$ cat src/rtl/rmsl_consts.svh
// Purpose: Offsets, field positions, reset values and keys of the remap block.
// Assumes: Word-aligned registers on a 32-bit classic Wishbone bus.
// Notes:   Pins are grouped eight to a group; selector codes above 7 are reserved.
`ifndef RMSL_CONSTS_SVH
`define RMSL_CONSTS_SVH
`define RMSL_OUT_SEL_BASE   8'h00
`define RMSL_IN_SEL_BASE    8'h20
`define RMSL_CFG_CTRL_ADR   8'h40
`define RMSL_UNLOCK_ADR     8'h41
`define RMSL_STATUS_ADR     8'h42
`define RMSL_LOCK_BIT       13
`define RMSL_ONE_SHOT_BIT   29
`define RMSL_SEL_RESET      4'h0
`define RMSL_UNLOCK_KEY1    32'h5A5A0F0F
`define RMSL_UNLOCK_KEY2    32'hA5A5F0F0
`define RMSL_SRC_NONE       4'h0
`define RMSL_SRC_UART1_TX   4'h1
`define RMSL_SRC_UART2_TX   4'h2
`define RMSL_SRC_UART1_RTS  4'h3
`define RMSL_SRC_UART2_RTS  4'h4
`define RMSL_SRC_SPI1_SEL   4'h5
`define RMSL_SRC_SPI2_SEL   4'h6
`define RMSL_SRC_SPI1_DATA  4'h7
`define RMSL_SRC_SPI2_DATA  4'h8
`define RMSL_SRC_COMPARE1   4'h9
`define RMSL_SRC_COMPARE2   4'hA
`define RMSL_SRC_COMPARE3   4'hB
`define RMSL_SRC_COMPARE4   4'hC
`define RMSL_SRC_COMPARE5   4'hD
`define RMSL_SRC_CMP1       4'hE
`define RMSL_SRC_CMP2       4'hF
`endif

$ cat src/rtl/rmsl_pkg.sv
// Purpose: Types shared by the remap block.
// Assumes: Constants come from rmsl_consts.svh.
// Notes:   The unlock walk is one-hot.
package rmsl_pkg;
	typedef logic [3:0] rmsl_sel_t;
	typedef enum logic [2:0] {
		RMSL_IDLE     = 3'b001,
		RMSL_KEY_SEEN = 3'b010,
		RMSL_OPEN     = 3'b100
	} rmsl_unlock_e;
endpackage

$ cat src/rtl/rmsl_top.sv
// Purpose: Pin remapping with output and input selectors and a write lock.
// Assumes: Classic Wishbone slave, 32-bit data, word index on wb_adr_i[9:2].
// Notes:   Pin and peripheral-input outputs are registered, one cycle behind selectors.
// Summary of operation
// Locked selector writes are acked normally but change nothing.
// Lock is config bit 13; set blocks selector writes, clear allows them.
// The lock bit changes only right after the two-key unlock sequence.
// One-shot config set: once locked, lock cannot clear and unlock is ignored.
// With one-shot active only reset clears the lock.
// Unprogrammed config word reads bit 29 as one, so one-shot is active.
// Output selector is bits 3:0; code 0000 connects nothing.
// First pin group decodes uart1 tx, uart2 rts, spi1 select, compare 1, comparator 2.
// Second group decodes spi1 data, spi2 data, compare 2, comparator 3.
// Third group decodes spi1/spi2 data, compare 4, compare 5, reference clock.
// Fourth group decodes uart1 rts, uart2 tx, spi2 select, compare 3, comparator 1.
// All output selectors reset to zero, so pins start disconnected.
// Peripheral input selectors are 4-bit and share the same lock.
// A mapped peripheral beats other digital pin use, never an analog function.
// Reserved output codes behave like code zero.
//
// The placing of the registers and the Wishbone slave port were left to the implementer.
`timescale 1ns/1ps
`include "rmsl_consts.svh"
`default_nettype none
module rmsl_top
	import rmsl_pkg::*;
#(
	parameter int NPINS = 32, // Remappable pins.
	parameter int NINS  = 24  // Remappable peripheral inputs.
) (
	input  wire logic              mclk,                 // System clock, 50 MHz.
	input  wire logic              reset,                // Synchronous reset, active high.
	input  wire logic              wb_cyc_i,             // Bus cycle.
	input  wire logic              wb_stb_i,             // Bus strobe.
	input  wire logic              wb_we_i,              // Write enable.
	input  wire logic [31:0]       wb_adr_i,             // Byte address.
	input  wire logic [3:0]        wb_sel_i,             // Byte lanes.
	input  wire logic [31:0]       wb_dat_i,             // Write data.
	output logic      [31:0]       wb_dat_o,             // Read data.
	output logic                   wb_ack_o,             // Acknowledge.
	input  wire logic [31:0]       device_cfg_word_three,// Configuration word three.
	input  wire logic              uart1_tx_out,         // Peripheral output.
	input  wire logic              uart2_tx_out,         // Peripheral output.
	input  wire logic              uart1_rts_out,        // Peripheral output.
	input  wire logic              uart2_rts_out,        // Peripheral output.
	input  wire logic              spi1_select_out,      // Peripheral output.
	input  wire logic              spi2_select_out,      // Peripheral output.
	input  wire logic              spi1_data_out,        // Peripheral output.
	input  wire logic              spi2_data_out,        // Peripheral output.
	input  wire logic              compare_out_1,        // Peripheral output.
	input  wire logic              compare_out_2,        // Peripheral output.
	input  wire logic              compare_out_3,        // Peripheral output.
	input  wire logic              compare_out_4,        // Peripheral output.
	input  wire logic              compare_out_5,        // Peripheral output.
	input  wire logic              comparator_out_1,     // Peripheral output.
	input  wire logic              comparator_out_2,     // Peripheral output.
	input  wire logic              comparator_out_3,     // Peripheral output.
	input  wire logic              reference_clock_out,  // Peripheral output.
	input  wire logic [NPINS-1:0]  gpio_o,               // Ordinary digital pin data.
	input  wire logic [NPINS-1:0]  gpio_oe_n,            // Ordinary digital enable, low drives.
	input  wire logic [NPINS-1:0]  analog_en,            // Pin in analog use.
	input  wire logic [NPINS-1:0]  pin_i,                // Pin levels.
	output logic      [NPINS-1:0]  pin_o,                // Pin drive data.
	output logic      [NPINS-1:0]  pin_oe_n,             // Pin enable, low drives.
	output logic      [NINS-1:0]   periph_in,            // Remapped peripheral inputs.
	output logic                   map_lock_bit          // Current lock state.
);

	rmsl_sel_t    out_sel [NPINS];
	rmsl_sel_t    next_out_sel [NPINS];
	rmsl_sel_t    in_sel [NINS];
	rmsl_sel_t    next_in_sel [NINS];
	rmsl_unlock_e ust;
	rmsl_unlock_e next_ust;
	logic         next_lock;
	logic         next_ack;
	logic [31:0]  next_dat;
	logic [NPINS-1:0] next_pin_o;
	logic [NPINS-1:0] next_pin_oe_n;
	logic [NINS-1:0]  next_periph_in;
	logic         one_shot_lock_cfg;
	logic         acc;
	logic [7:0]   widx;
	logic [15:0]  srcs;

	// Peripheral input group: five, six, eight and five inputs per pin group.
	function automatic logic [1:0] in_group(input int j);
		if (j < 5)
			return 2'd0;
		else if (j < 11)
			return 2'd1;
		else if (j < 19)
			return 2'd2;
		else
			return 2'd3;
	endfunction

	// Source index for a pin group and selector code; NONE for null or reserved.
	function automatic logic [3:0] out_src(input logic [1:0] grp, input rmsl_sel_t code);
		logic [3:0] s;
		s = `RMSL_SRC_NONE;
		case (grp)
			2'd0: begin
				case (code)
					4'h1: s = `RMSL_SRC_UART1_TX;
					4'h2: s = `RMSL_SRC_UART2_RTS;
					4'h3: s = `RMSL_SRC_SPI1_SEL;
					4'h5: s = `RMSL_SRC_COMPARE1;
					4'h7: s = `RMSL_SRC_CMP2;
					default: s = `RMSL_SRC_NONE;
				endcase
			end
			2'd1: begin
				case (code)
					4'h3: s = `RMSL_SRC_SPI1_DATA;
					4'h4: s = `RMSL_SRC_SPI2_DATA;
					4'h5: s = `RMSL_SRC_COMPARE2;
					4'h7: s = 4'h0;
					default: s = `RMSL_SRC_NONE;
				endcase
			end
			2'd2: begin
				case (code)
					4'h3: s = `RMSL_SRC_SPI1_DATA;
					4'h4: s = `RMSL_SRC_SPI2_DATA;
					4'h5: s = `RMSL_SRC_COMPARE4;
					4'h6: s = `RMSL_SRC_COMPARE5;
					4'h7: s = 4'h0;
					default: s = `RMSL_SRC_NONE;
				endcase
			end
			default: begin
				case (code)
					4'h1: s = `RMSL_SRC_UART1_RTS;
					4'h2: s = `RMSL_SRC_UART2_TX;
					4'h4: s = `RMSL_SRC_SPI2_SEL;
					4'h5: s = `RMSL_SRC_COMPARE3;
					4'h7: s = `RMSL_SRC_CMP1;
					default: s = `RMSL_SRC_NONE;
				endcase
			end
		endcase
		return s;
	endfunction

	// Codes 0111 of groups two and three carry sources outside the 4-bit index.
	function automatic logic extra_src(input logic [1:0] grp, input rmsl_sel_t code);
		return (code == 4'h7) && (grp == 2'd1 || grp == 2'd2);
	endfunction

	assign one_shot_lock_cfg = device_cfg_word_three[`RMSL_ONE_SHOT_BIT];
	assign acc  = wb_cyc_i & wb_stb_i & wb_ack_o;
	assign widx = wb_adr_i[9:2];
	assign srcs = {comparator_out_2, comparator_out_1, compare_out_5, compare_out_4,
		compare_out_3, compare_out_2, compare_out_1, spi2_data_out, spi1_data_out,
		spi2_select_out, spi1_select_out, uart2_rts_out, uart1_rts_out, uart2_tx_out,
		uart1_tx_out, 1'b0};

	// Bus slave, selectors and the lock.
	always_comb begin
		next_out_sel = out_sel;
		next_in_sel  = in_sel;
		next_lock    = map_lock_bit;
		next_ust     = ust;
		next_ack     = wb_cyc_i & wb_stb_i & ~wb_ack_o;
		next_dat     = wb_dat_o;
		if (wb_cyc_i && wb_stb_i && !wb_ack_o) begin
			next_dat = 32'h00000000;
			if (widx < `RMSL_OUT_SEL_BASE + 8'(NPINS))
				next_dat[3:0] = out_sel[widx[4:0]];
			else if (widx >= `RMSL_IN_SEL_BASE && widx < `RMSL_IN_SEL_BASE + 8'(NINS))
				next_dat[3:0] = in_sel[5'(widx - `RMSL_IN_SEL_BASE)];
			else if (widx == `RMSL_CFG_CTRL_ADR)
				next_dat[`RMSL_LOCK_BIT] = map_lock_bit;
			else if (widx == `RMSL_STATUS_ADR)
				next_dat[1:0] = {one_shot_lock_cfg, ust == RMSL_OPEN};
		end
		if (acc && wb_we_i) begin
			if (widx < `RMSL_OUT_SEL_BASE + 8'(NPINS)) begin
				if (!map_lock_bit && wb_sel_i[0])
					next_out_sel[widx[4:0]] = wb_dat_i[3:0];
			end else if (widx >= `RMSL_IN_SEL_BASE && widx < `RMSL_IN_SEL_BASE + 8'(NINS)) begin
				if (!map_lock_bit && wb_sel_i[0])
					next_in_sel[5'(widx - `RMSL_IN_SEL_BASE)] = wb_dat_i[3:0];
			end else if (widx == `RMSL_CFG_CTRL_ADR) begin
				if (ust == RMSL_OPEN && wb_sel_i[1]) begin
					if (!(map_lock_bit && one_shot_lock_cfg))
						next_lock = wb_dat_i[`RMSL_LOCK_BIT];
				end
				next_ust = RMSL_IDLE;
			end else if (widx == `RMSL_UNLOCK_ADR) begin
				if (map_lock_bit && one_shot_lock_cfg)
					next_ust = RMSL_IDLE;
				else begin
					case (ust)
						RMSL_IDLE:
							next_ust = (wb_dat_i == `RMSL_UNLOCK_KEY1) ? RMSL_KEY_SEEN : RMSL_IDLE;
						RMSL_KEY_SEEN:
							next_ust = (wb_dat_i == `RMSL_UNLOCK_KEY2) ? RMSL_OPEN : RMSL_IDLE;
						RMSL_OPEN:
							next_ust = (wb_dat_i == `RMSL_UNLOCK_KEY1) ? RMSL_KEY_SEEN : RMSL_IDLE;
						default:
							next_ust = RMSL_IDLE;
					endcase
				end
			end
		end
	end

	always_ff @(posedge mclk) begin
		if (reset) begin
			for (int i = 0; i < NPINS; i++)
				out_sel[i] <= `RMSL_SEL_RESET;
			for (int j = 0; j < NINS; j++)
				in_sel[j] <= `RMSL_SEL_RESET;
			map_lock_bit <= 1'b0;
			ust          <= RMSL_IDLE;
			wb_ack_o     <= 1'b0;
			wb_dat_o     <= 32'h00000000;
		end else begin
			out_sel      <= next_out_sel;
			in_sel       <= next_in_sel;
			map_lock_bit <= next_lock;
			ust          <= next_ust;
			wb_ack_o     <= next_ack;
			wb_dat_o     <= next_dat;
		end
	end

	// Pin and peripheral-input steering.
	always_comb begin
		logic [3:0] s;
		logic [1:0] g;
		s = 4'h0;
		g = 2'd0;
		next_pin_o     = gpio_o;
		next_pin_oe_n  = gpio_oe_n;
		next_periph_in = '0;
		for (int p = 0; p < NPINS; p++) begin
			g = 2'(p / 8);
			s = out_src(g, out_sel[p]);
			if (analog_en[p]) begin
				next_pin_o[p]    = 1'b0;
				next_pin_oe_n[p] = 1'b1;
			end else if (extra_src(g, out_sel[p])) begin
				next_pin_o[p]    = (g == 2'd1) ? comparator_out_3 : reference_clock_out;
				next_pin_oe_n[p] = 1'b0;
			end else if (s != `RMSL_SRC_NONE) begin
				next_pin_o[p]    = srcs[s];
				next_pin_oe_n[p] = 1'b0;
			end
		end
		for (int j = 0; j < NINS; j++) begin
			if (in_sel[j] < 4'h8)
				next_periph_in[j] = pin_i[{in_group(j), in_sel[j][2:0]}];
		end
	end

	always_ff @(posedge mclk) begin
		if (reset) begin
			pin_o     <= '0;
			pin_oe_n  <= '1;
			periph_in <= '0;
		end else begin
			pin_o     <= next_pin_o;
			pin_oe_n  <= next_pin_oe_n;
			periph_in <= next_periph_in;
		end
	end
endmodule
`default_nettype wire

$ cat config.mk
export PLATFORM = sky130hd
export DESIGN_NAME = rmsl_top
export DESIGN_NICKNAME = d
export VERILOG_FILES = /design/src/rtl/rmsl_pkg.sv /design/src/rtl/rmsl_top.sv
export VERILOG_INCLUDE_DIRS = /design/src /design/src/rtl
export SDC_FILE = /design/constraint.sdc
export NUM_CORES = 1
export LEC_CHECK = 0
export BUFFER_PORTS_ARGS = -buffer_cell sky130_fd_sc_hd__buf_4
export CORE_UTILIZATION = 50
export DETAILED_ROUTE_END_ITERATION = 6
export GPL_ROUTABILITY_DRIVEN = 0
export PLACE_DENSITY = 0.82
export SYNTH_ARGS = -nofsm -noshare
export SYNTH_HDL_FRONTEND = slang
export SYNTH_SLANG_ARGS = --single-unit
$ cat constraint.sdc
create_clock -name mclk -period 2.65 [get_ports mclk]
set_clock_uncertainty 0.1 [all_clocks]
set_input_delay 0.53 -clock mclk [delete_from_list [all_inputs] [get_ports mclk]]
set_output_delay 0.53 -clock mclk [all_outputs]
set_load 0.03 [all_outputs]
* Word level (Yosys, flattened, before mapping) *
Cells that the tools add are included.
W data, S select, Z words.

cells by class
  bitwise logic cells = 33
  add/subtract/negate cells = 1
  reductions and logical operators = 105
  divide/modulo/power cells = 0
  multiplexer cells = 290
  equal/unequal tests = 160
  shift operators = 0
  order comparisons = 87
  multipliers = 0

operators with widths
  operator                number
  $eq A4 B3 Y1 const B    96
  $pmux W4 S5             16
  $eq A4 B2 Y1 const B    40
  $lt A4 B5 Y1 const B    32
  $mux W1                 155
  $lt A5 B6 Y1 const B    24
  $bmux W1 S4             32
  $bwmux W128             1
  $pmux W4 S4             8
  $reduce_bool A4 Y1      32
  $bmux W1 S5             24
  $reduce_or A2 Y1        57
  $bwmux W96              1
  $lt A4 B4 Y1 const B    24
  $pmux W4 S3             8
  $eq A4 B1 Y1 const B    16
  $mux W2                 29
  $bmux W4 S5             2
  $demux W4 S5            2
  $eq A32 B31 Y1 const B  1
  $eq A32 B32 Y1 const B  1
  $mux W4                 7
  $not A1 Y1              28
  $eq A8 B7 Y1 const B    3
  other kinds (18)        37

storage, ports and cells
  memories = 0
  bits in registers = 322
  bits of input ports = 250
  logic and storage cells = 824
  memory bits (read-only) = 0
  memory bits (writable) = 0
  bits in latches = 0
  output and inout port bits = 122

* Depth between registers and ports, before layout *
  depth in word-level cells = 7
  gate-level depth with buffers = 10
  gate-level depth less buffers = 5

* Worst setup path after synthesis *
OpenSTA, ideal clock, no wires.

  path type = input -> register
  start point = input wb_adr_i[2]
  end point = register wb_dat_o[2]
  path buffers = 3
  setup time = 134 ps
  setup slack = 306 ps
  arrival = 2110 ps
  stages = 8
  required time = 2416 ps
  cell sequence = buf_6 buf_12 buf_4 mux2i_1 o2bb2ai_1 a2111oi_2 a21oi_1 or4_1

between the ends
  longest elaborated chain between the ends = 7
  elaborated cells on any way between the ends = 15
  those cells by class = 1 x add/sub; 3 x order compare; 8 x mux; 2 x bitwise; 1 x reduce/logical

RTL lines
  element                  RTL line         text
  start: declaration       rmsl_top.sv:36   input wire logic [31:0] wb_adr_i,
  $sub A5 B1 Y5 (no line)  -
  $not A5 Y6               rmsl_top.sv:172  next_dat[3:0] = in_sel[5'(widx - `RMSL_IN_SEL_BASE)];
  $bmux W4 S5              rmsl_top.sv:172
  $mux W4 (2 in a row)     rmsl_top.sv:172
  $mux W2                  rmsl_top.sv:171  else if (widx >= `RMSL_IN_SEL_BASE && widx < `RMSL_IN_SEL_BASE + 8'(NINS))
  $mux W4 (*)              rmsl_top.sv:169  if (widx < `RMSL_OUT_SEL_BASE + 8'(NPINS))
  end signal: assignment   rmsl_top.sv:226  wb_dat_o <= next_dat;
  end: declaration         rmsl_top.sv:39   output logic [31:0] wb_dat_o,

Mark *: on every way between the ends. The rest lies on a longest branch, timed or not. The select of a mux whose other input is x is not followed.
A chain may end at the register's enable or synchronous reset.

* Worst setup path in the final report *
  start point = register wb_ack_o
  end point = register in_sel[93] (netlist bit)

between the ends
  longest elaborated chain between the ends = 3

RTL lines
  element                         RTL line         text
  start: declaration              rmsl_top.sv:40   output logic wb_ack_o,
  start signal: assignment        rmsl_top.sv:225  wb_ack_o <= next_ack;
  $and A1 B1 Y1                   rmsl_top.sv:152  assign acc = wb_cyc_i & wb_stb_i & wb_ack_o;
  $logic_and A1 B1 Y1             rmsl_top.sv:178  if (acc && wb_we_i) begin
  $reduce_and A4 Y1 (no line)     -
  end signal: indexed assignment  rmsl_top.sv:215  in_sel[j] <= `RMSL_SEL_RESET;
  end signal: assignment          rmsl_top.sv:222  in_sel <= next_in_sel;
  end: declaration                rmsl_top.sv:71   rmsl_sel_t in_sel [NINS];

No other way between the ends.

==> run summary <==
result of the run - complete, no violations
WP data required - 2930 ps
Initial DRC Count - 2111
Slew Limit Headroom - 45.07%
pin count of the biggest net entering global routing - 166
postcts setup bufs - 0
proportion of register bits with asynchronous set or reset after synthesis - 0%
Worst setup SP type - register
Initial Util - 51.26%
critical path's largest stage delay - 580 ps
worst-skew pair later-pin latency - 540 ps
primary flip-flop cell chosen by synthesis mapping - sky130_fd_sc_hd__dfxtp_1
worst min-delay path class - input port to register
proportion of synthesized chip area in sequential cells - 36.05%
number of CTS-inserted buffers - 37
clock sink total - 322
Max rail drop VDD - 0.4130 mV
area occupied by registers - 0.006446 mm²
Boundary Pins - 372
width of the chip - 191.1 µm
Initial DRT Pass Iterations - 6
launch instance of the worst register-to-register path - wb_ack_o
maximum capacitance violations - 0
CTS tree - yes
post-detailed-routing wire length - 56.19 mm
Bufs and invs on worst path - 1
setup repair after global routing missed its margin - no
Reg2Reg Capture Point - in_sel[93]
remaining antenna violation count after routing - 0
Worst Setup End Kind - register
antenna violations before repair - 1
Post-synth EDFFs - 0
synthesis-to-finish area growth - 20.97%
placeable core region - 0.03488 mm²
FP Rows - 68
floorplan die height - 191.1 µm
DP Wirelength - 40.12 mm
post-route minimum period - 2316 ps
Wirelength per Cell - 20.99 µm
number of library cell types mapped by synthesis - 72
area of the die - 0.03652 mm²
final net count - 2448
Post-Synthesis Mean Instance Area - 9.122 µm²
path length in cells of the critical path - 6
number of global-route vias before repair - 16.19k
DP Cell Count - 2614
clock-pin slew reported for the worst setup and hold paths after clock tree synthesis - 60 ps
delay-heaviest family, CP - simple AND/OR/NAND/NOR gates
total power - 11.22 mW
fmax - 431.9 MHz
critical path arrival - 2600 ps
count of warnings emitted by yosys - 0
hold buffer count at CTS - 0
critical path's slowest cell - sky130_fd_sc_hd__or4_1
Critical Path Sink - in_sel[93]
PwrDens - 518.9 mW/mm²
GR Util All Layers - 30.24%
depth of the worst register-to-register path - 6
period utilization - 87.38%
Port Buffers - 287
post-synthesis register bit count - 322
transition time at the pin with the least slew margin - 823.9 ps
number of instances in the synthesized netlist - 1960
maximum buffer depth of the clock tree - 3
worst slack after detailed placement - -68.96 ps
GR Overflow Total - 0
global-route wire length before repair - 87.00 mm
Worst Path Max Fanout - 24
Root Buffer Master - sky130_fd_sc_hd__clkbuf_16
register-to-register setup slack - 330 ps
Leakage Power - 7.783 nW
routed via count - 16.76k
share of cells above drive strength 1 - 24.10%
final hold vios - 0
area of combinational cells with multiple inputs - 0.01055 mm²
post-route core utilization - 62.00%
final worst setup slack - 334.4 ps
sequence of cells on the critical path - and4_1, nand4_1, buf_12, or4_1, mux2i_1, nor2_1
Max H-tree Level - 2
crit path from - wb_ack_o
detailed-route vias per instance - 6.260
max-slew violations - 0
post-detailed-route DRC marker count - 0
setup-violating endpoint count in the final report - 0
total standard cell area after synthesis - 0.01788 mm²
final cell count without fillers - 2677
final-layout fill cell count - 2787
class of the most critical setup path - register to register
Min-Delay Path Depth - 2
post-CTS sizing - 0
[power by group]
group,leakage (nW),internal [mW],total (mW),switching (mW)
logic,4.60,0.515,1.27,0.754
registers,2.61,4.90,4.92,0.0191
clock network,0.569,3.03,5.03,2.01
total,7.78,8.44,11.2,2.78
[Yosys cell counts (all sizes together), types with 13 or more instances]
cell	instances	area, µm²
a211o	14	122.6
nand2b	20	125.1
nor2	199	752.0
nand3b	13	97.59
a31oi	13	81.33
buf	87	556.8
o22ai	20	125.1
dfxtp	322	6446
mux4	85	1937
nand3	103	515.5
nor4	13	156.4
nor3b	23	172.7
o21ai	77	385.4
inv	25	93.84
nor2b	24	150.1
a21oi	148	740.7
mux2i	240	2415
nor3	67	425.4
nand2	209	784.5
clkbuf	97	364.1
[worst min-delay path by stage]
| stage | end | start | slack (ps) |
|---|---|---|---|
| 5_1_grt | pin_o[25] | analog_en[25] | 60 |
| 3_3_place_gp | wb_dat_o[13] | wb_dat_o[13] | 350 |
| 4_1_cts | pin_o[5] | analog_en[5] | 60 |
| 2_1_floorplan | periph_in[22] | in_sel[7] | 320 |
| 3_5_place_dp | wb_dat_o[13] | wb_dat_o[13] | 360 |
| 6_report | pin_o[5] | analog_en[5] | 60 |
[registers in the layout, summed over array words and instances, names as in the netlist]
register and cells:
out_sel 128, in_sel 96, pin_o 32, pin_oe_n 32, periph_in 24, wb_dat_o 5
ust 3, map_lock_bit 1, wb_ack_o 1
[area by class of cell]
cell class | instances | share of cell area [%]
multi-input combinational | 1455 | 48.77
sequential | 322 | 29.80
timing repair buffer | 357 | 12.94
clock buffer | 55 | 4.871
tap | 455 | 2.632
clock inverter | 6 | 0.5207
inverter | 25 | 0.4339
antenna | 2 | 0.02314
[worst reg2reg max path, stage by stage, from the launching register on]
cell                      delay [ps]
sky130_fd_sc_hd__dfxtp_1         390
sky130_fd_sc_hd__and4_1          380
sky130_fd_sc_hd__nand4_1         200
sky130_fd_sc_hd__buf_12          230
sky130_fd_sc_hd__or4_1           590
sky130_fd_sc_hd__mux2i_1         210
sky130_fd_sc_hd__nor2_1           70
[cells by family (layout without fill, tap and decap cells)]
group	after synthesis	count (layout)	share of synthesized area [%]
AO/OA/AOI/OAI	357	357	12.36
XOR/XNOR	9	9	0.4409
buffers and inverters	209	443	5.675
flip-flops	322	322	36.05
multiplexers	337	337	25.09
other	1	29	0.02097
AND/OR/NAND/NOR	725	725	20.36
[metrics by stage]
| stage | TNS (ps) | instance area (µm²) | hold slack [ps] |
|---|---|---|---|
| final | 0 | 21630 | 61.86 |
| after global routing | 0 | 21630 | 59.69 |
| after CTS | 0 | 21620 | 55.01 |
| after detailed placement | -68.96 | 20460 | 357.0 |
| after global placement | -34.65 | 20460 | 347.4 |
| after floorplan | 0 | 17980 | 318.6 |
[cell usage in the layout, fill, tap and decap left out, types with 9 or more instances in the layout]
master | synthesis | layout
sky130_fd_sc_hd__buf_4 | 34 | 347
sky130_fd_sc_hd__dfxtp_1 | 322 | 322
sky130_fd_sc_hd__mux2i_1 | 239 | 239
sky130_fd_sc_hd__nand2_1 | 209 | 209
sky130_fd_sc_hd__nor2_1 | 197 | 197
sky130_fd_sc_hd__a21oi_1 | 148 | 148
sky130_fd_sc_hd__nand3_1 | 103 | 103
sky130_fd_sc_hd__mux4_2 | 79 | 79
sky130_fd_sc_hd__o21ai_0 | 77 | 77
sky130_fd_sc_hd__nor3_1 | 49 | 47
sky130_fd_sc_hd__clkbuf_16 | 0 | 37
sky130_fd_sc_hd__conb_1 | 1 | 27
sky130_fd_sc_hd__inv_1 | 25 | 25
sky130_fd_sc_hd__nor2b_1 | 24 | 24
sky130_fd_sc_hd__nor3b_1 | 23 | 21
sky130_fd_sc_hd__nor3_2 | 18 | 20
sky130_fd_sc_hd__nand2b_1 | 20 | 20
sky130_fd_sc_hd__o22ai_1 | 20 | 20
sky130_fd_sc_hd__a211o_1 | 14 | 14
sky130_fd_sc_hd__nand3b_1 | 13 | 13
sky130_fd_sc_hd__a31oi_1 | 13 | 13
sky130_fd_sc_hd__clkbuf_1 | 97 | 12
sky130_fd_sc_hd__nor4bb_1 | 10 | 10
sky130_fd_sc_hd__a22oi_1 | 10 | 10
sky130_fd_sc_hd__mux2_2 | 10 | 10
sky130_fd_sc_hd__a21o_1 | 10 | 10
sky130_fd_sc_hd__xor2_1 | 9 | 9
sky130_fd_sc_hd__buf_12 | 2 | 9
[layer usage]
metal  vias to the layer above  share of wire [%]  track usage, %
li1                       7601                  -               -
met1                      8037                 39           38.24
met2                       963                 47           50.32
met3                       156                9.8           5.783
met4                         0                3.7           12.67
met5                         -                  0               0
Power figures use the tool's default switching activity.
